===== config.mk =====
export PLATFORM = sky130hd
export DESIGN_NAME = gts_timer
export DESIGN_NICKNAME = d
export VERILOG_FILES = /design/src/hw/gts_pkg.sv /design/src/hw/gts_timer.sv
export SDC_FILE = /design/constraint.sdc
export NUM_CORES = 1
export LEC_CHECK = 0
export BUFFER_PORTS_ARGS = -buffer_cell sky130_fd_sc_hd__buf_2
export CAP_MARGIN = 20
export CORE_MARGIN = 3
export CORE_UTILIZATION = 45
export DETAILED_ROUTE_END_ITERATION = 10
export PLACE_DENSITY = 0.64
export SYNTH_ARGS = -nofsm -noshare
export SYNTH_HDL_FRONTEND = slang
export SYNTH_SLANG_ARGS = --single-unit

===== constraint.sdc =====
create_clock -name sys_clk -period 2.6 [get_ports sys_clk]
set_input_delay 0.52 -clock sys_clk [delete_from_list [all_inputs] [get_ports sys_clk]]
set_output_delay 0.52 -clock sys_clk [all_outputs]
set_load 0.01 [all_outputs]

===== src/hw/gts_pkg.sv =====
// constants for the gated sixteen-bit timer: register map, fields, reset values
// assumes a classic wishbone master with 32-bit data and byte-sized registers
//
// Overview of operation
// - counter byte reads return the registered count one byte at a time; the pair is not latched together.
// - gated and gate active: count on timer tick; gate inactive: hold count.
// - polarity 0 counts while gate low, polarity 1 counts while gate high.
// - gate source 00 pin, 01 eight-bit overflow, 10 comparator 1, 11 comparator 2.
// - eight-bit timer wrap from FF to 00 makes a gate pulse.
// - each comparator gate source optionally synchronised, else passed straight through.
// - toggle mode flips a flip-flop on each rising gate edge; off clears it.
// - single pulse: go arms, next rising edge counts, trailing edge clears go.
// - toggle and single pulse together measure one full gate period.
// - gate level status always shows gate level, even with gating disabled.
// - falling gate level sets gate event flag; enable allows interrupt request.
// - gate event flag keeps working while gated counting is disabled.
// - counter wraps FFFF to 0000 and sets the overflow flag.
// - counting in sleep only in async counter mode; overflow then wakes.
// - secondary oscillator keeps running in sleep regardless of sync bit.
// - capture copies counter into capture pair; compare equality raises event.
// - auto-conversion trigger clears counter without setting overflow flag.
// - counter byte write wins over a coincident trigger clear.
// - clearing timer on stops counting and clears toggle flip-flop.
package gts_pkg;

  // register byte addresses
  localparam logic [7:0] ADR_TCTRL = 8'h00;
  localparam logic [7:0] ADR_GCTRL = 8'h04;
  localparam logic [7:0] ADR_CNTL = 8'h08;
  localparam logic [7:0] ADR_CNTH = 8'h0C;
  localparam logic [7:0] ADR_CCPL = 8'h10;
  localparam logic [7:0] ADR_CCPH = 8'h14;
  localparam logic [7:0] ADR_FLAG = 8'h18;
  localparam logic [7:0] ADR_IEN = 8'h1C;
  localparam logic [7:0] ADR_ICTL = 8'h20;
  localparam logic [7:0] ADR_CCPCTL = 8'h24;

  // timer control fields
  localparam int unsigned TC_ON = 0;
  localparam int unsigned TC_SYNC_BYP = 2;
  localparam int unsigned TC_OSC_EN = 3;
  localparam int unsigned TC_CS_LO = 6;
  localparam logic [7:0] TC_WMASK = 8'hFD;

  // gate control fields
  localparam int unsigned GC_SS_LO = 0;
  localparam int unsigned GC_VAL = 2;
  localparam int unsigned GC_GO = 3;
  localparam int unsigned GC_SPM = 4;
  localparam int unsigned GC_TM = 5;
  localparam int unsigned GC_POL = 6;
  localparam int unsigned GC_GE = 7;
  localparam logic [7:0] GC_WMASK = 8'hF3;

  // flag, enable and interrupt control fields
  localparam int unsigned FL_OVF = 0;
  localparam int unsigned FL_GATE = 7;
  localparam int unsigned IC_PERIPHERAL_IRQ_ENABLE = 6;
  localparam int unsigned IC_GIE = 7;

  // capture/compare control fields
  localparam int unsigned CC_CAPTURE = 0;
  localparam int unsigned CC_AUTO_TRIG = 1;
  localparam int unsigned CC_C1_SYNC = 2;
  localparam int unsigned CC_C2_SYNC = 3;
  localparam logic [7:0] CC_WMASK = 8'h0F;

  // codes and values
  localparam logic [1:0] CS_EXTERNAL = 2'b10;
  localparam logic [1:0] GSS_PIN = 2'h0;
  localparam logic [1:0] GSS_OVF8 = 2'h1;
  localparam logic [1:0] GSS_CMP1 = 2'h2;
  localparam logic [1:0] GSS_CMP2 = 2'h3;
  localparam logic [7:0] BYTE_MAX = 8'hFF;
  localparam logic [7:0] BYTE_ZERO = 8'h00;
  localparam logic [15:0] COUNT_MAX = 16'hFFFF;
  localparam logic [7:0] RST_BYTE = 8'h00;
  localparam logic [15:0] RST_WORD = 16'h0000;

  // single-pulse acquisition states
  typedef enum logic [2:0] {
    SP_IDLE = 3'b001,
    SP_ARMED = 3'b010,
    SP_RUN = 3'b100
  } gts_sp_e;

endpackage


===== src/hw/gts_timer.sv =====
// gated sixteen-bit timer: gate logic, counter, flags and capture/compare time base
// assumes sys_clk is the timer clock domain; count_tick marks each selected timer clock
// edge and all inputs are synchronous to sys_clk
`timescale 1ns/10ps
module gts_timer (
  // clock and reset
  input wire logic sys_clk,
  input wire logic sys_rst,
  // wishbone slave
  input wire logic wb_cyc_i,
  input wire logic wb_stb_i,
  input wire logic wb_we_i,
  input wire logic [7:0] wb_adr_i,
  input wire logic [3:0] wb_sel_i,
  input wire logic [31:0] wb_dat_i,
  output logic wb_ack_o,
  output logic [31:0] wb_dat_o,
  // timer clock and power state
  input wire logic count_tick,
  input wire logic sleep_mode,
  // gate sources
  input wire logic gate_input_pin,
  input wire logic [7:0] eight_bit_count,
  input wire logic comparator_one_gate_out,
  input wire logic comparator_two_gate_out,
  // capture/compare unit
  input wire logic capture_event,
  output logic compare_event,
  output logic conversion_trigger,
  // system requests
  output logic irq_request,
  output logic wake_request,
  output logic secondary_osc_run
);

  // bus decode
  logic ack_r;
  logic [31:0] dat_r;
  logic [31:0] rd_data;
  wire req = wb_cyc_i & wb_stb_i;
  // a write lands on the edge that sees ack high, never earlier
  wire wr = req & wb_we_i & ack_r & wb_sel_i[0];
  wire [7:0] wd = wb_dat_i[7:0];
  wire wr_tctrl = wr && (wb_adr_i == gts_pkg::ADR_TCTRL);
  wire wr_gctrl = wr && (wb_adr_i == gts_pkg::ADR_GCTRL);
  wire wr_cntl = wr && (wb_adr_i == gts_pkg::ADR_CNTL);
  wire wr_cnth = wr && (wb_adr_i == gts_pkg::ADR_CNTH);
  wire wr_ccpl = wr && (wb_adr_i == gts_pkg::ADR_CCPL);
  wire wr_ccph = wr && (wb_adr_i == gts_pkg::ADR_CCPH);
  wire wr_flag = wr && (wb_adr_i == gts_pkg::ADR_FLAG);
  wire wr_ien = wr && (wb_adr_i == gts_pkg::ADR_IEN);
  wire wr_ictl = wr && (wb_adr_i == gts_pkg::ADR_ICTL);
  wire wr_ccpctl = wr && (wb_adr_i == gts_pkg::ADR_CCPCTL);

  // software registers
  logic [7:0] tctrl_r;
  logic [7:0] gctrl_r;
  logic [7:0] ien_r;
  logic [7:0] ictl_r;
  logic [7:0] ccpctl_r;
  logic go_r;
  logic go_nxt;
  logic gval_r;
  logic ovf_flag_r;
  logic gate_flag_r;
  logic [15:0] cnt_r;
  logic [15:0] cnt_nxt;
  logic [15:0] ccp_r;

  function automatic logic rise(input logic cur, input logic prev);
    return cur & ~prev;
  endfunction

  function automatic logic fall(input logic cur, input logic prev);
    return ~cur & prev;
  endfunction

  wire timer_on = tctrl_r[gts_pkg::TC_ON];
  wire sync_bypass = tctrl_r[gts_pkg::TC_SYNC_BYP];
  wire [1:0] clk_src = tctrl_r[gts_pkg::TC_CS_LO +: 2];
  wire gate_en = gctrl_r[gts_pkg::GC_GE];
  wire gate_pol = gctrl_r[gts_pkg::GC_POL];
  wire tog_en = gctrl_r[gts_pkg::GC_TM];
  wire sp_en = gctrl_r[gts_pkg::GC_SPM];
  wire [1:0] gate_sel = gctrl_r[gts_pkg::GC_SS_LO +: 2];

  // the byte is sampled, so the wrap pulse lags the wrap by a cycle
  // wrap pulse
  logic [7:0] t8_prev_r;
  logic t8_wrap_r;
  always_ff @(posedge sys_clk) begin
    if (sys_rst) begin
      t8_prev_r <= gts_pkg::RST_BYTE;
      t8_wrap_r <= 1'b0;
    end else begin
      t8_prev_r <= eight_bit_count;
      t8_wrap_r <= (t8_prev_r == gts_pkg::BYTE_MAX) && (eight_bit_count == gts_pkg::BYTE_ZERO);
    end
  end

  // unsynced path saves a cycle but lets comparator glitches reach the gate
  // optional comparator sync
  logic c1_sync_r;
  logic c2_sync_r;
  always_ff @(posedge sys_clk) begin
    if (sys_rst) begin
      c1_sync_r <= 1'b0;
      c2_sync_r <= 1'b0;
    end else begin
      c1_sync_r <= comparator_one_gate_out;
      c2_sync_r <= comparator_two_gate_out;
    end
  end
  wire c1_src = ccpctl_r[gts_pkg::CC_C1_SYNC] ? c1_sync_r : comparator_one_gate_out;
  wire c2_src = ccpctl_r[gts_pkg::CC_C2_SYNC] ? c2_sync_r : comparator_two_gate_out;

  logic gate_raw;
  always_comb begin
    unique case (gate_sel)
      gts_pkg::GSS_PIN: gate_raw = gate_input_pin;
      gts_pkg::GSS_OVF8: gate_raw = t8_wrap_r;
      gts_pkg::GSS_CMP1: gate_raw = c1_src;
      gts_pkg::GSS_CMP2: gate_raw = c2_src;
    endcase
  end

  wire gate_act = gate_pol ? gate_raw : ~gate_raw;

  // a polarity change in the same write can look like a rising edge
  // toggle flip-flop
  logic gact_prev_r;
  logic tog_r;
  wire tog_nxt = (~tog_en | ~timer_on) ? 1'b0 : (tog_r ^ rise(gate_act, gact_prev_r));
  always_ff @(posedge sys_clk) begin
    if (sys_rst) begin
      gact_prev_r <= 1'b0;
      tog_r <= 1'b0;
    end else begin
      gact_prev_r <= gate_act;
      tog_r <= tog_nxt;
    end
  end
  wire tog_sig = tog_en ? tog_r : gate_act;

  // clearing go or the mode aborts a running acquisition
  // single-pulse acquisition
  gts_pkg::gts_sp_e sp_r;
  gts_pkg::gts_sp_e sp_nxt;
  logic tsig_prev_r;
  wire tsig_rise = rise(tog_sig, tsig_prev_r);
  wire tsig_fall = fall(tog_sig, tsig_prev_r);
  logic hw_go_clr;

  // arm, run on next edge, finish on trailing edge
  always_comb begin
    sp_nxt = sp_r;
    hw_go_clr = 1'b0;
    unique case (sp_r)
      gts_pkg::SP_IDLE: begin
        if (sp_en && go_r) begin
          sp_nxt = gts_pkg::SP_ARMED;
        end
      end
      gts_pkg::SP_ARMED: begin
        if (!sp_en || !go_r) begin
          sp_nxt = gts_pkg::SP_IDLE;
        end else if (tsig_rise) begin
          sp_nxt = gts_pkg::SP_RUN;
        end
      end
      gts_pkg::SP_RUN: begin
        if (!sp_en || !go_r) begin
          sp_nxt = gts_pkg::SP_IDLE;
        end else if (tsig_fall) begin
          sp_nxt = gts_pkg::SP_IDLE;
          hw_go_clr = 1'b1;
        end
      end
      default: sp_nxt = gts_pkg::SP_IDLE;
    endcase
  end

  // software setting go wins over the hardware clear
  always_comb begin
    go_nxt = go_r;
    if (wr_gctrl) begin
      go_nxt = wd[gts_pkg::GC_GO];
    end else if (hw_go_clr) begin
      go_nxt = 1'b0;
    end
  end

  always_ff @(posedge sys_clk) begin
    if (sys_rst) begin
      sp_r <= gts_pkg::SP_IDLE;
      tsig_prev_r <= 1'b0;
      go_r <= 1'b0;
    end else begin
      sp_r <= sp_nxt;
      tsig_prev_r <= tog_sig;
      go_r <= go_nxt;
    end
  end

  wire gval = sp_en ? (sp_r == gts_pkg::SP_RUN) : tog_sig;

  // count_tick arrives already prescaled and edge-selected from outside
  // counting
  // sleep counting only in async external mode
  wire run_ok = ~sleep_mode | (sync_bypass & (clk_src == gts_pkg::CS_EXTERNAL));
  // gate holds or lets the count run
  wire inc = timer_on & (~gate_en | gval) & count_tick & run_ok;
  wire cnt_wr = wr_cntl | wr_cnth;
  wire trig_clr = conversion_trigger;

  // write also beats a coincident increment
  always_comb begin
    cnt_nxt = cnt_r;
    if (cnt_wr) begin
      if (wr_cntl) begin
        cnt_nxt[7:0] = wd;
      end
      if (wr_cnth) begin
        cnt_nxt[15:8] = wd;
      end
    end else if (trig_clr) begin
      cnt_nxt = gts_pkg::RST_WORD;
    end else if (inc) begin
      cnt_nxt = cnt_r + 16'h0001;
    end
  end

  wire ovf_set = inc & ~cnt_wr & ~trig_clr & (cnt_r == gts_pkg::COUNT_MAX);
  // falling gate value sets event flag
  wire gate_set = fall(gval, gval_r);

  // one pulse per match, even while the count dwells on the pair
  // compare match and capture
  wire capture_mode = ccpctl_r[gts_pkg::CC_CAPTURE];
  wire match = ~capture_mode & (cnt_r == ccp_r);
  logic match_prev_r;

  always_ff @(posedge sys_clk) begin
    if (sys_rst) begin
      cnt_r <= gts_pkg::RST_WORD;
      ccp_r <= gts_pkg::RST_WORD;
      gval_r <= 1'b0;
      match_prev_r <= 1'b0;
      compare_event <= 1'b0;
      conversion_trigger <= 1'b0;
    end else begin
      cnt_r <= cnt_nxt;
      gval_r <= gval;
      match_prev_r <= match;
      compare_event <= rise(match, match_prev_r);
      conversion_trigger <= rise(match, match_prev_r) & ccpctl_r[gts_pkg::CC_AUTO_TRIG];
      if (wr_ccpl) begin
        ccp_r[7:0] <= wd;
      end else if (capture_mode && capture_event) begin
        ccp_r[7:0] <= cnt_r[7:0];
      end
      if (wr_ccph) begin
        ccp_r[15:8] <= wd;
      end else if (capture_mode && capture_event) begin
        ccp_r[15:8] <= cnt_r[15:8];
      end
    end
  end

  // flags: a hardware set wins over a software clear in the same cycle
  wire ovf_flag_nxt = ovf_set | (wr_flag ? wd[gts_pkg::FL_OVF] : ovf_flag_r);
  wire gate_flag_nxt = gate_set | (wr_flag ? wd[gts_pkg::FL_GATE] : gate_flag_r);

  wire peripheral_irq_enable = ictl_r[gts_pkg::IC_PERIPHERAL_IRQ_ENABLE];
  wire global_irq_enable = ictl_r[gts_pkg::IC_GIE];
  wire pend = (gate_flag_r & ien_r[gts_pkg::FL_GATE]) | (ovf_flag_r & ien_r[gts_pkg::FL_OVF]);

  always_ff @(posedge sys_clk) begin
    if (sys_rst) begin
      tctrl_r <= gts_pkg::RST_BYTE;
      gctrl_r <= gts_pkg::RST_BYTE;
      ien_r <= gts_pkg::RST_BYTE;
      ictl_r <= gts_pkg::RST_BYTE;
      ccpctl_r <= gts_pkg::RST_BYTE;
      ovf_flag_r <= 1'b0;
      gate_flag_r <= 1'b0;
      irq_request <= 1'b0;
      wake_request <= 1'b0;
      secondary_osc_run <= 1'b0;
    end else begin
      // gate configuration held in timer-domain registers
      if (wr_tctrl) begin
        tctrl_r <= wd & gts_pkg::TC_WMASK;
      end
      if (wr_gctrl) begin
        gctrl_r <= wd & gts_pkg::GC_WMASK;
      end
      if (wr_ien) begin
        ien_r <= wd;
      end
      if (wr_ictl) begin
        ictl_r <= wd;
      end
      if (wr_ccpctl) begin
        ccpctl_r <= wd & gts_pkg::CC_WMASK;
      end
      ovf_flag_r <= ovf_flag_nxt;
      gate_flag_r <= gate_flag_nxt;
      irq_request <= global_irq_enable & peripheral_irq_enable & pend;
      // wake does not need the global enable
      wake_request <= sleep_mode & peripheral_irq_enable & ovf_flag_r & ien_r[gts_pkg::FL_OVF];
      secondary_osc_run <= tctrl_r[gts_pkg::TC_OSC_EN];
    end
  end

  // count bytes are not latched as a pair; a carry between two reads shows
  // read mux; unmapped addresses read zero
  // count bytes come from the registered counter
  always_comb begin
    rd_data = 32'h0000_0000;
    unique case (wb_adr_i)
      gts_pkg::ADR_TCTRL: rd_data[7:0] = tctrl_r;
      gts_pkg::ADR_GCTRL: begin
        rd_data[7:0] = gctrl_r;
        rd_data[gts_pkg::GC_GO] = go_r;
        rd_data[gts_pkg::GC_VAL] = gval_r;
      end
      gts_pkg::ADR_CNTL: rd_data[7:0] = cnt_r[7:0];
      gts_pkg::ADR_CNTH: rd_data[7:0] = cnt_r[15:8];
      gts_pkg::ADR_CCPL: rd_data[7:0] = ccp_r[7:0];
      gts_pkg::ADR_CCPH: rd_data[7:0] = ccp_r[15:8];
      gts_pkg::ADR_FLAG: begin
        rd_data[gts_pkg::FL_OVF] = ovf_flag_r;
        rd_data[gts_pkg::FL_GATE] = gate_flag_r;
      end
      gts_pkg::ADR_IEN: rd_data[7:0] = ien_r;
      gts_pkg::ADR_ICTL: rd_data[7:0] = ictl_r;
      gts_pkg::ADR_CCPCTL: rd_data[7:0] = ccpctl_r;
      default: rd_data = 32'h0000_0000;
    endcase
  end

  // one-cycle ack; every address answers, so a stray access never hangs the master
  always_ff @(posedge sys_clk) begin
    if (sys_rst) begin
      ack_r <= 1'b0;
      dat_r <= 32'h0000_0000;
    end else begin
      ack_r <= req & ~ack_r;
      if (req && !ack_r) begin
        dat_r <= rd_data;
      end
    end
  end

  assign wb_ack_o = ack_r;
  assign wb_dat_o = dat_r;

endmodule // gts_timer


==> flow_metrics.env <==
export IMPL_yosysWarningCount=0
export IMPL_setup_viol=0
export IMPL_fin_worst_skew_ps=7.19
export IMPL_hpwlAfterDp_mm=12.4
export IMPL_cts_htree_levels=3
export IMPL_cp_num_buf_inv=0
export IMPL_synth_area_mm2=0.00581
export IMPL_critPathSlowestCell="dfxtp_1"
export IMPL_dpl_cell_area_mm2=0.00617
export IMPL_cp_arrival_ps=2720
export IMPL_die_h_um=120
export IMPL_cap_violations=0
export IMPL_drc=0
export IMPL_insertion_delay_ps=360
export IMPL_syn_inst=704
export IMPL_hold_viol_final=0
export IMPL_grt_pass1_wl_mm=27.1
export IMPL_ant_nets=0
export IMPL_power_leakage_nw=2.43
export IMPL_cp_cell_sequence="mux2i_1 -> mux2_4 -> o31a_4 -> o21ai_4 -> or2_1 -> o221a_4"
export IMPL_min_from="eight_bit_count[7]"
export IMPL_core_area_mm2=0.0123
export IMPL_tightest_slew_ps=867
export IMPL_antenna_cells=0
export IMPL_routed_wl_mm=16.9
export IMPL_cts_repair_resized=0
export IMPL_drive_gt1_frac=0.178
export IMPL_via_per_inst=5.91
export IMPL_ys_seq_area_frac=0.348
export IMPL_fin_area_mm2=0.00646
export IMPL_status="complete, no violations"
export IMPL_synth_ff_type="dfxtp_1"
export IMPL_drtPass1Iterations=5
export IMPL_clk_pin_slew_worst_paths_ps=70
export IMPL_hp_class="input port to flip-flop"
export IMPL_ys_ff_latch=101
export IMPL_min_period_over_period=0.929
export IMPL_cp_end_kind="flip-flop"
export IMPL_report_final_slew_viol_count=0
export IMPL_irDropWorstVdd_uv=249
export IMPL_synth_edf_count=0
export IMPL_antenna_found_initial=0
export IMPL_start_kind="flip-flop"
export IMPL_grt_pass1_vias=5185
export IMPL_io_buffers=49
export IMPL_start_util=0.472
export IMPL_drt_iter0_drc=696
export IMPL_die_width_um=120
export IMPL_critPathTopFamily="compound AO/OA/AOI/OAI gates"
export IMPL_rsz0062_at_grt="no"
export IMPL_vias=5346
export IMPL_path_class="flip-flop to flip-flop"
export IMPL_power_density_mw_per_mm2=489
export IMPL_cp_max_fo=9
export IMPL_grt_max_degree=31
export IMPL_cp_required_ps=2910
export IMPL_cts_tree="built"
export IMPL_place_congestion=0.973
export IMPL_critical_path_max_stage_delay_ps=440
export IMPL_dieArea_mm2=0.0143
export IMPL_avgSynthCellArea_um2=8.25
export IMPL_wire_per_inst_um=18.7
export IMPL_num_rows=40
export IMPL_grt_overflow=0
export IMPL_finalPower_mw=3.16
export IMPL_crit_start="gctrl_r[0]$_SDFFE_PP0P_"
export IMPL_reg2reg_from="gctrl_r[0]$_SDFFE_PP0P_"
export IMPL_syn2layout_area_growth_pct=11.2
export IMPL_cts_sinks=101
export IMPL_clockBufferDepth=2
export IMPL_synthArstFlopShare=0
export IMPL_synth_cell_types=74
export IMPL_postCtsSetupBuffers=0
export IMPL_max_freq_ghz=0.414
export IMPL_nets=796
export IMPL_cts_root_buffer="clkbuf_16"
export IMPL_period_minus_slack_ps=2410
export IMPL_tns_ps=0
export IMPL_track_usage=0.238
export IMPL_hold_buffers=0
export IMPL_cts_buffers=9
export IMPL_io_pins=101
export IMPL_slew_limit_headroom=0.422
area by class of cell:
cell class              instances  area (um2)
flip-flops and latches        101        2020
clock inverters                 6        51.3
well taps                     168         210
multi-input cells             532        3410
inverters                       9        33.8
repair buffers                 79         495
clock buffers                  10         239
fillers                      1188        5850
layer usage:
layer  GRT usage  up-vias  part of all wire
li1            -     2544                 -
met3      0.0311       46             0.083
met1       0.322     2506              0.43
met5           0        -                 0
met2       0.373      250              0.45
met4       0.119        0             0.040
through the flow:
stage | hold slack [ps] | setup WS, ps | util | instances
floorplan | 376 | 480 | - | 727
detailed placement | 386 | 93.5 | 0.501 | 889
CTS | 376 | 185 | 0.525 | 905
finish | 381 | 185 | 0.525 | 905
global route | 399 | 78.1 | 0.525 | 905
global placement | 386 | 122 | 0.501 | 889
cell usage after synthesis (7+ instances only):
library cell  number  area (um2)
a21oi_1           36         180
clkbuf_1          46         173
dfxtp_1          101        2020
a211oi_1          14         105
a311oi_1          10        87.6
and3_1            10        62.6
buf_4             25         188
nand4_1            9        56.3
xnor2_1           13         114
nor2b_1           18         113
nor4_1             9        56.3
nand2_1           72         270
mux2i_1           50         500
a22oi_1            8        60.1
inv_1              9        33.8
o21ai_0           21         105
mux2_2             8        90.1
nand3_1           40         200
nor2_1            76         285
nor3_1            14        70.1
buf_2              7        35.0
cells in the final DEF (no fill, tap or decap), drive strengths merged, types with 13 or more instances in the layout:
master / n
mux2i: 52
a211oi: 15
o21ai: 23
inv: 14
conb: 24
nand2: 72
xnor2: 13
dfxtp: 101
buf: 79
nand3: 41
nor2b: 18
a21oi: 36
nor2: 78
nor3: 15
state kept, by name, indices dropped and copies added (netlist names), 3 cells and up:
name,count
ccpctl_r,4
wb_dat_o,8
ccp_r,16
gctrl_r,6
cnt_r,16
tctrl_r,7
t8_prev_r,8
ictl_r,8
ien_r,8
sp_r,3
worst register-to-register path, cell delays in order, from the launching register on:
cell and delay [ps]:
dfxtp_1 440, mux2i_1 250, mux2_4 340, o31a_4 370
o21ai_4 280, or2_1 430, o221a_4 240
logic make-up after synthesis:
logic type | after synthesis | share of synthesized area
AND/OR/NAND/NOR | 280 | 0.236
AO/OA/AOI/OAI | 147 | 0.194
flip-flops | 101 | 0.348
buffers and inverters | 94 | 0.0801
multiplexers | 61 | 0.110
XOR/XNOR | 19 | 0.0286
adder cells (fa/ha/maj) | 1 | 0.00215
other | 1 | 0.000645
final timing paths:
| kind | slack, ps | depth (start not counted) | end |
|---|---|---|---|
| worst max-delay path | 190 | 6 | cnt_r[14]$_SDFFE_PP0P_ |
| worst min-delay path | 380 | 2 | t8_prev_r[7]$_SDFF_PP0_ |
| worst max register to register | 190 | 6 | cnt_r[14]$_SDFFE_PP0P_ |
| worst min register to register | 410 | 1 | compare_event$_SDFF_PP0_ |
power breakdown:
part           switching [mW]  total (mW)  leakage [nW]  internal, mW
Sequential             0.0115        1.58         0.819          1.57
Combinational           0.157       0.236          1.47        0.0790
Clock                   0.653        1.35         0.146         0.695
(Power assumes the default switching activity.)
